<file path="config.mk">
export PLATFORM = sky130hd
export DESIGN_NAME = ecspw_port
export DESIGN_NICKNAME = d
export VERILOG_FILES = /design/src/rtl/ecspw_pkg.sv /design/src/rtl/ecspw_sync.sv /design/src/rtl/ecspw_port.sv
export SDC_FILE = /design/constraint.sdc
export NUM_CORES = 1
export LEC_CHECK = 0
export BUFFER_PORTS_ARGS = -buffer_cell sky130_fd_sc_hd__buf_2
export CAP_MARGIN = 20
export CELL_PAD_IN_SITES_DETAIL_PLACEMENT = 1
export CELL_PAD_IN_SITES_GLOBAL_PLACEMENT = 1
export CORE_AREA = 4 4 151 153
export CTS_CLUSTER_DIAMETER = 200
export CTS_CLUSTER_SIZE = 30
export DETAILED_ROUTE_END_ITERATION = 12
export DIE_AREA = 0 0 155 157
export GPL_TIMING_DRIVEN = 0
export HOLD_SLACK_MARGIN = 0.08
export PLACE_DENSITY_LB_ADDON = 0.25
export REMOVE_ABC_BUFFERS = 1
export SKIP_LAST_GASP = 1
export SYNTH_ARGS = -nofsm -noshare
export SYNTH_HDL_FRONTEND = slang
export SYNTH_SLANG_ARGS = --single-unit
</file>
<file path="constraint.sdc">
create_clock -name mclk -period 3.2 [get_ports mclk]
set_input_delay 0.64 -clock mclk [delete_from_list [all_inputs] [get_ports mclk]]
set_output_delay 0.64 -clock mclk [all_outputs]
set_load 0.05 [all_outputs]
</file>
<file path="src/rtl/ecspw_pkg.sv">
package ecspw_pkg;

	// ****************************************************************
	// Word format and timing
	// ****************************************************************

	// Bits in one register or result word.
	localparam int WORD_BITS = 24;
	// Width of the bit counter.
	localparam int CNT_W = 5;
	// Counter value after reset and at the start of every word.
	localparam logic [4:0] CNT_RESET = 5'h00;
	// Last bit index of a word.
	localparam logic [4:0] CNT_LAST = 5'h17;
	// Width of the calibration register address field.
	localparam int CAL_SEL_W = 2;

	// Source of a read word.
	typedef enum logic [1:0] {
		ECSPW_SRC_NONE,
		ECSPW_SRC_CTRL,
		ECSPW_SRC_OUT
	} ecspw_src_e;

	// One written word handed to the converter core.
	typedef struct packed {
		logic        to_cal;
		logic [23:0] data;
	} ecspw_wr_s;

	// Synchronised link pins.
	typedef struct packed {
		logic sclk;
		logic wr_n;
		logic rd_n;
		logic sel;
		logic sdi;
	} ecspw_pins_s;

endpackage

</file>
<file path="src/rtl/ecspw_sync.sv">
`timescale 1ns/1ps
`default_nettype none

// Two flip-flop synchroniser for a group of pin inputs.
module ecspw_sync #(
	parameter int W = 5
) (
	input  wire logic         mclk,
	input  wire logic         rst_b,
	input  wire logic [W-1:0] din,
	output logic      [W-1:0] dout
);

	// First stage, read only by the second stage.
	logic [W-1:0] meta_q;

	// Both stages reset to ones, the idle level of the active-low frame strobes.
	// A reset value of zero would show open frames right after reset, and so a false frame edge.
	always_ff @(posedge mclk or negedge rst_b) begin
		if (!rst_b) begin
			meta_q <= '1;
			dout   <= '1;
		end else begin
			meta_q <= din;
			dout   <= meta_q;
		end
	end

endmodule

`default_nettype wire

</file>
<file path="src/rtl/ecspw_port.sv">
`timescale 1ns/1ps
`default_nettype none

// Behaviour
// - Writes ignore and never change result_valid_n.
// - reg_select low control, high calibration.
// - Write bit captured on clock high.
// - MSB first; LSB on last high.
// - Resumed frame continues with next bit.
// - Control word readable with select low.
// - Read data leaves MSB first.
// - Ready low on new word unless an output read runs; high after output read.
// - Clock pin is input when clocking-select low.
// - Output read with ready high transfers nothing.
// - Select low reads control, high output, or the calibration word while cal_read is high.

module ecspw_port (
	input  wire logic               mclk,
	input  wire logic               rst_b,
	// Clocking-select pin; low means the host supplies the shift clock.
	input  wire logic               clk_mode_sel,
	// Shift clock pin, input side, and its drive outputs, held off since self-clocking mode is not built.
	input  wire logic               sclk_in,
	output logic                    sclk_out,
	output logic                    sclk_oe,
	input  wire logic               write_frame_n,
	input  wire logic               read_frame_n,
	input  wire logic               reg_select,
	// Two-way data pin.
	input  wire logic               serial_io_line_in,
	output logic                    serial_io_line_out,
	output logic                    serial_io_line_oe,
	output logic                    result_valid_n,
	// Converter core side.
	input  wire logic               new_word_stb,
	input  wire logic [23:0]        new_word,
	input  wire logic               cal_read,
	input  wire logic [23:0]        cal_word,
	output logic [23:0]             ctrl_word,
	output logic                    wr_stb,
	output ecspw_pkg::ecspw_wr_s    wr_word
);

	// ****************************************************************
	// Pin synchronisation
	// ****************************************************************

	// Synchronised pins.
	ecspw_pkg::ecspw_pins_s pins;

	ecspw_sync #(
		.W(5)
	) u_sync (
		.mclk (mclk),
		.rst_b(rst_b),
		.din  ({sclk_in, write_frame_n, read_frame_n, reg_select, serial_io_line_in}),
		.dout (pins)
	);

	// Synchronised clocking-select pin; it reads high for two cycles after reset.
	logic mode_sel_s;

	ecspw_sync #(
		.W(1)
	) u_sync_mode (
		.mclk (mclk),
		.rst_b(rst_b),
		.din  (clk_mode_sel),
		.dout (mode_sel_s)
	);

	// Previous synchronised shift clock, for edge finding.
	logic sclk_d1_q;
	logic sclk_rise;
	logic sclk_fall;

	// Only external clocking is implemented, so the pin stays an input.
	assign sclk_out = 1'b0;
	assign sclk_oe  = 1'b0;

	// Edges count only in external mode and inside a frame.
	assign sclk_rise = pins.sclk && !sclk_d1_q && !mode_sel_s
		&& !(pins.wr_n && pins.rd_n);
	assign sclk_fall = !pins.sclk && sclk_d1_q && !mode_sel_s
		&& !(pins.wr_n && pins.rd_n);

	// Shift clock delayed by one cycle; it resets to the synchroniser's reset level.
	always_ff @(posedge mclk or negedge rst_b) begin
		if (!rst_b) begin
			sclk_d1_q <= 1'b1;
		end else begin
			sclk_d1_q <= pins.sclk;
		end
	end

	// ****************************************************************
	// Write path
	// ****************************************************************

	// Write shift register, counter and select latched at word start.
	logic [23:0] wsh_q, wsh_d;
	logic [4:0]  wcnt_q, wcnt_d;
	logic        wsel_q, wsel_d;
	logic [23:0] ctrl_q, ctrl_d;
	logic        wstb_q, wstb_d;
	ecspw_pkg::ecspw_wr_s wword_q, wword_d;

	// Bits are taken on the rising edge, i.e. during the high phase.
	always_comb begin
		wsh_d   = wsh_q;
		wcnt_d  = wcnt_q;
		wsel_d  = wsel_q;
		ctrl_d  = ctrl_q;
		wstb_d  = 1'b0;
		wword_d = wword_q;
		if (sclk_rise && !pins.wr_n) begin
			// A paused word keeps its count and resumes on the next bit.
			wsh_d = {wsh_q[22:0], pins.sdi};
			if (wcnt_q == ecspw_pkg::CNT_RESET) begin
				// Select is held by the host; latch it at word start.
				wsel_d = pins.sel;
			end
			if (wcnt_q == ecspw_pkg::CNT_LAST) begin
				// The LSB arrives on the last high phase; deliver the word.
				wcnt_d       = ecspw_pkg::CNT_RESET;
				wstb_d       = 1'b1;
				wword_d.data = {wsh_q[22:0], pins.sdi};
				wword_d.to_cal = (wcnt_q == ecspw_pkg::CNT_RESET) ? pins.sel : wsel_q;
				if (!wword_d.to_cal) begin
					// Control target when select was low.
					ctrl_d = {wsh_q[22:0], pins.sdi};
				end
			end else begin
				wcnt_d = wcnt_q + 5'h01;
			end
		end
	end

	// Write registers.
	always_ff @(posedge mclk or negedge rst_b) begin
		if (!rst_b) begin
			wsh_q   <= '0;
			wcnt_q  <= ecspw_pkg::CNT_RESET;
			wsel_q  <= 1'b0;
			ctrl_q  <= '0;
			wstb_q  <= 1'b0;
			wword_q <= '0;
		end else begin
			wsh_q   <= wsh_d;
			wcnt_q  <= wcnt_d;
			wsel_q  <= wsel_d;
			ctrl_q  <= ctrl_d;
			wstb_q  <= wstb_d;
			wword_q <= wword_d;
		end
	end

	assign ctrl_word = ctrl_q;
	assign wr_stb    = wstb_q;
	assign wr_word   = wword_q;

	// ****************************************************************
	// Read path and result-ready flag
	// ****************************************************************

	// Output register, read shift register, counter and source.
	logic [23:0] outr_q, outr_d;
	logic [23:0] rsh_q, rsh_d;
	logic [4:0]  rcnt_q, rcnt_d;
	ecspw_pkg::ecspw_src_e src_q, src_d;
	logic        rdy_n_q, rdy_n_d;
	logic        rd_active_q, rd_active_d;
	logic        rd_prev_q;
	logic        rd_start;

	// A read frame begins on the falling edge of the synchronised strobe.
	assign rd_start = !pins.rd_n && rd_prev_q;

	// Read sequencing; writes never touch the ready flag.
	always_comb begin
		outr_d      = outr_q;
		rsh_d       = rsh_q;
		rcnt_d      = rcnt_q;
		src_d       = src_q;
		rdy_n_d     = rdy_n_q;
		rd_active_d = rd_active_q;
		// New words are lost to the user while an output read runs.
		if (new_word_stb && !(src_q == ecspw_pkg::ECSPW_SRC_OUT)) begin
			outr_d  = new_word;
			rdy_n_d = 1'b0;
		end else if (new_word_stb && src_q == ecspw_pkg::ECSPW_SRC_OUT) begin
			outr_d = new_word;
		end
		if (rd_start && src_q == ecspw_pkg::ECSPW_SRC_NONE) begin
			rcnt_d = ecspw_pkg::CNT_RESET;
			if (!pins.sel) begin
				src_d = ecspw_pkg::ECSPW_SRC_CTRL;
				rsh_d = ctrl_q;
			end else if (cal_read) begin
				// Calibration reads behave like control reads and leave the flag alone.
				src_d = ecspw_pkg::ECSPW_SRC_CTRL;
				rsh_d = cal_word;
			end else if (!rdy_n_q) begin
				src_d = ecspw_pkg::ECSPW_SRC_OUT;
				rsh_d = outr_q;
			end else begin
				src_d = ecspw_pkg::ECSPW_SRC_NONE;
			end
			rd_active_d = (src_d != ecspw_pkg::ECSPW_SRC_NONE);
		end
		if (sclk_fall && !pins.rd_n && rd_active_q) begin
			// Next bit leaves on the falling edge, MSB first.
			rsh_d = {rsh_q[22:0], 1'b0};
			if (rcnt_q == ecspw_pkg::CNT_LAST) begin
				// Whole word read: end the read; raise the flag after an output read.
				rd_active_d = 1'b0;
				src_d       = ecspw_pkg::ECSPW_SRC_NONE;
				if (src_q == ecspw_pkg::ECSPW_SRC_OUT) begin
					rdy_n_d = 1'b1;
				end
			end else begin
				rcnt_d = rcnt_q + 5'h01;
			end
		end
	end

	// Read registers; the flag idles high.
	always_ff @(posedge mclk or negedge rst_b) begin
		if (!rst_b) begin
			outr_q      <= '0;
			rsh_q       <= '0;
			rcnt_q      <= ecspw_pkg::CNT_RESET;
			src_q       <= ecspw_pkg::ECSPW_SRC_NONE;
			rdy_n_q     <= 1'b1;
			rd_active_q <= 1'b0;
			rd_prev_q   <= 1'b1;
		end else begin
			outr_q      <= outr_d;
			rsh_q       <= rsh_d;
			rcnt_q      <= rcnt_d;
			src_q       <= src_d;
			rdy_n_q     <= rdy_n_d;
			rd_active_q <= rd_active_d;
			rd_prev_q   <= pins.rd_n;
		end
	end

	// Data pin is driven only while a read frame is open and running.
	assign serial_io_line_out = rsh_q[23];
	assign serial_io_line_oe  = rd_active_q && !pins.rd_n;
	assign result_valid_n     = rdy_n_q;

endmodule

`default_nettype wire

</file>
==> reports/summary.log <==
INFO  status         run_status=completed
INFO  grt            grt_overflow=0
INFO  place          routabilityCongestion=0.688
INFO  route          highest_signal_layer_in_the_routed_design=met5
INFO  clock_network  cts_hold_buffers=0
INFO  cells_and_area finish.net_count=655
INFO  sta            hold_violations=0
INFO  sta            slew_headroom=33.5%
INFO  clock_network  clk_pin_slew=0.06ns
INFO  sta            setup-tns-final=0ns
INFO  yosys          postSynthAreaPerCell=13.1um^2
INFO  grt            first_pass_grt_wire_length=26500um
INFO  yosys          postSynth.topFlopCell=sky130_fd_sc_hd__dfrtp_1
INFO  yosys          synth.cells.most_frequent=135 x sky130_fd_sc_hd__dfrtp_1, 78 x sky130_fd_sc_hd__mux2_2, 54 x sky130_fd_sc_hd__a21oi_1
INFO  floorplanning  ioPinCount=113
INFO  cells_and_area final_cells=887
INFO  sta            report.final.setup_viol=0
INFO  setup_path     slowest_stage=sky130_fd_sc_hd__dfstp_2
INFO  pwr            power_leakage=3.85nW
INFO  floorplanning  design.die.area=24300um^2
INFO  yosys          syn-cell-area=6350um^2
INFO  place          port_buffers=110
INFO  floorplanning  fp-row-count=54
INFO  clock_network  clockBufferDepth=2
INFO  floorplanning  floorplan.initialDensity=29.5%
INFO  setup_path     cp_cell_sequence=nand2b_1 -> o21ai_2 -> buf_8 -> a21oi_1 -> a21oi_1
INFO  yosys          yosys_warnings=0
INFO  setup_path     cpMostUsedCell=sky130_fd_sc_hd__a21oi_1
INFO  route          route.antenna.remaining_nets=0
INFO  clock_network  numCtsBuffers=17
INFO  route          route.vias.total=4251
INFO  setup_path     critPathMaxStageDelay=1.19ns
INFO  sta            final_setup_skew=0.00886ns
INFO  clock_network  clock_tree.root_cell=sky130_fd_sc_hd__clkbuf_16
INFO  clock_network  htree_num_levels=4
INFO  grt            groute.usage.overall=14.0%
INFO  setup_path     critPathKind=reg2reg
INFO  sta            timing.fmax=379MHz
INFO  clock_network  clock_insertion_delay_worst_skew=0.42ns
INFO  clock_network  cts-resized-gates=0
INFO  yosys          ys_async_sr_fraction=100%
INFO  cells_and_area n_antenna_cell=0
INFO  yosys          synth-seq-cells=150
INFO  clock_network  postCtsSetupRepairBufs=0
INFO  yosys          synth_top_cell_by_area=sky130_fd_sc_hd__dfrtp_1
INFO  route          dr_wl_met3=568um
INFO  route          post-route-drc-count=0
INFO  cells_and_area syn_to_final_growth=24.9%
INFO  yosys          netlist-cell-type-count=39
INFO  run            max-cap-violations=0
INFO  route          first_pass_iters=4
INFO  cells_and_area drive_above_1_share=44.2%
INFO  worst_hold_path hold_class=in2async
INFO  yosys          yosys.cell_count.top_type=sky130_fd_sc_hd__dfrtp_1
INFO  cells_and_area layout.filler_cells=2287
INFO  place          dp.cells=855
INFO  yosys          post_synthesis_cell_count=484
INFO  yosys          synthDominantCellAreaShare=53.2%
INFO  route          first_iter_violations=93
INFO  yosys          synthTopCellsByArea=sky130_fd_sc_hd__dfrtp_1 53%, sky130_fd_sc_hd__mux2_2 14%, sky130_fd_sc_hd__dfstp_2 6.2%, sky130_fd_sc_hd__mux2_4 4.5%, sky130_fd_sc_hd__a21oi_1 4.3%
INFO  grt            antenna_found_initial=2
INFO  grt            first_global_vias=4679
INFO  clock_network  cts_tree=built
INFO  setup_path     critPathLaunchType=flop
INFO  floorplanning  die_y=157um
INFO  route          route.layer.met1.wl=7090um
INFO  route          wl_met2=8290um
INFO  route          total_wirelength_of_the_detailed_routed_design=16300um
INFO  route          avgViaCountPerCell=4.79
INFO  setup_path     worstPathRequired=3.53ns
INFO  pwr            power.total=4.72mW
INFO  pwr            power.density=596nW/um^2
INFO  sta            hold-worst-slack=0.267ns
INFO  floorplanning  die_w=155um
INFO  sta            post-route-period-util=82.4%
INFO  grt            grt_max_degree=80
INFO  setup_path     timing.critical_path.arrival=2.97ns
INFO  cells_and_area final_core_util=36.8%
INFO  pwr            vdd_drop_max=0.000335V
INFO  place          detailedPlacementHpwl=11500um
INFO  sta            grt_setup_unrepaired=no
INFO  floorplanning  placeableCoreArea=21600um^2
INFO  setup_path     timing.critical_path.fanout_max=50
INFO  sta            period_minus_slack=2.64ns
INFO  sta            maxSlewViolCount=0
INFO  setup_path     setup.worst_path.end_class=flop
INFO  yosys          number_of_synthesized_flops_with_an_enable_pin=0
INFO  sta            max_slew.worst_pin.slew=0.998ns
INFO  clock_network  cts.sink_count=150
INFO  route          post_drt_wl_per_cell=18.4um
INFO  yosys          yosysSeqAreaShare=59.4%
## placed cells by master (no fill, tap or decap), types with 5 or more instances in the layout
master / count
sky130_fd_sc_hd__dfrtp_1: 135
sky130_fd_sc_hd__buf_2: 109
sky130_fd_sc_hd__mux2_2: 78
sky130_fd_sc_hd__a21oi_1: 54
sky130_fd_sc_hd__nand2_1: 31
sky130_fd_sc_hd__nor2_1: 27
sky130_fd_sc_hd__mux2i_1: 27
sky130_fd_sc_hd__o211ai_1: 24
sky130_fd_sc_hd__mux2_4: 19
sky130_fd_sc_hd__clkbuf_16: 17
sky130_fd_sc_hd__dfstp_2: 15
sky130_fd_sc_hd__inv_1: 5
sky130_fd_sc_hd__clkbuf_8: 5
## critical path, delay by kind of cell, from the launching register on
family	cells	cell delay (ns)
flops	1	1.19
simple gates	1	0.26
buf+inv	1	0.24
compound gates	3	0.83
## registers in the layout, indices dropped and copies added (netlist names), 2 cells and up
name / flops
wsh_q: 23
u_sync.dout: 5
u_sync.meta_q: 5
src_q: 2
rsh_q: 24
rcnt_q: 5
outr_q: 24
ctrl_word: 24
wr_word: 25
wcnt_q: 5
## power by group
part | internal, mW | total, mW | switching, mW
logic | 0.213 | 0.436 | 0.223
registers | 2.09 | 2.23 | 0.140
clock network | 1.26 | 2.06 | 0.799
## logic make-up (layout without fill, tap and decap cells)
group / after synthesis / in the layout / share of synthesized area, %
buffers and inverters: 35 / 157 / 2.58
AND/OR/NAND/NOR: 80 / 80 / 6.09
flip-flops: 150 / 150 / 59.4
other: 1 / 2 / 0.0591
AO/OA/AOI/OAI: 89 / 89 / 8.40
XOR/XNOR: 2 / 2 / 0.276
adder cells (fa/ha/maj): 3 / 3 / 0.591
multiplexers: 124 / 124 / 22.6
## final cells by class
class | instances | area (um^2) | share of cell area, %
sequential | 150 | 3770 | 47.6
clock buffer | 23 | 498 | 6.28
multi-input combinational | 300 | 2420 | 30.6
tap | 280 | 350 | 4.42
inverter | 5 | 18.8 | 0.237
clock inverter | 9 | 116 | 1.47
timing repair buffer | 120 | 746 | 9.41
## final timing paths
| check | start | endpoint | slack, ns | depth (start not counted) |
|---|---|---|---|---|
| setup / recovery | u_sync.dout[1] | rsh_q[9] | 0.56 | 5 |
| hold / removal | rst_b | outr_q[0] | 0.27 | 1 |
| setup reg to reg | u_sync.dout[1] | rsh_q[9] | 0.56 | 5 |
| hold reg to reg | u_sync.meta_q[0] | u_sync.dout[0] | 0.36 | 0 |
| max in group asynchronous | rst_b | u_sync.dout[2] | 2.06 | 2 |
| min in group mclk | clk_mode_sel | u_sync_mode.meta_q | 0.32 | 1 |
## through the flow
step,instance area (um^2),setup WS [ns]
6_report,7930,0.565
4_1_cts,7930,0.497
3_3_place_gp,7110,-2.08
5_1_grt,7930,0.288
2_1_floorplan,6210,-0.116
3_5_place_dp,7310,0.293
## routing by layer
layer,vias to the layer above,track usage [%]
li1,1951,-
met1,2199,17.4
met2,74,24.0
met3,23,3.00
met4,4,5.17
met5,-,0
(Power assumes the default switching activity.)
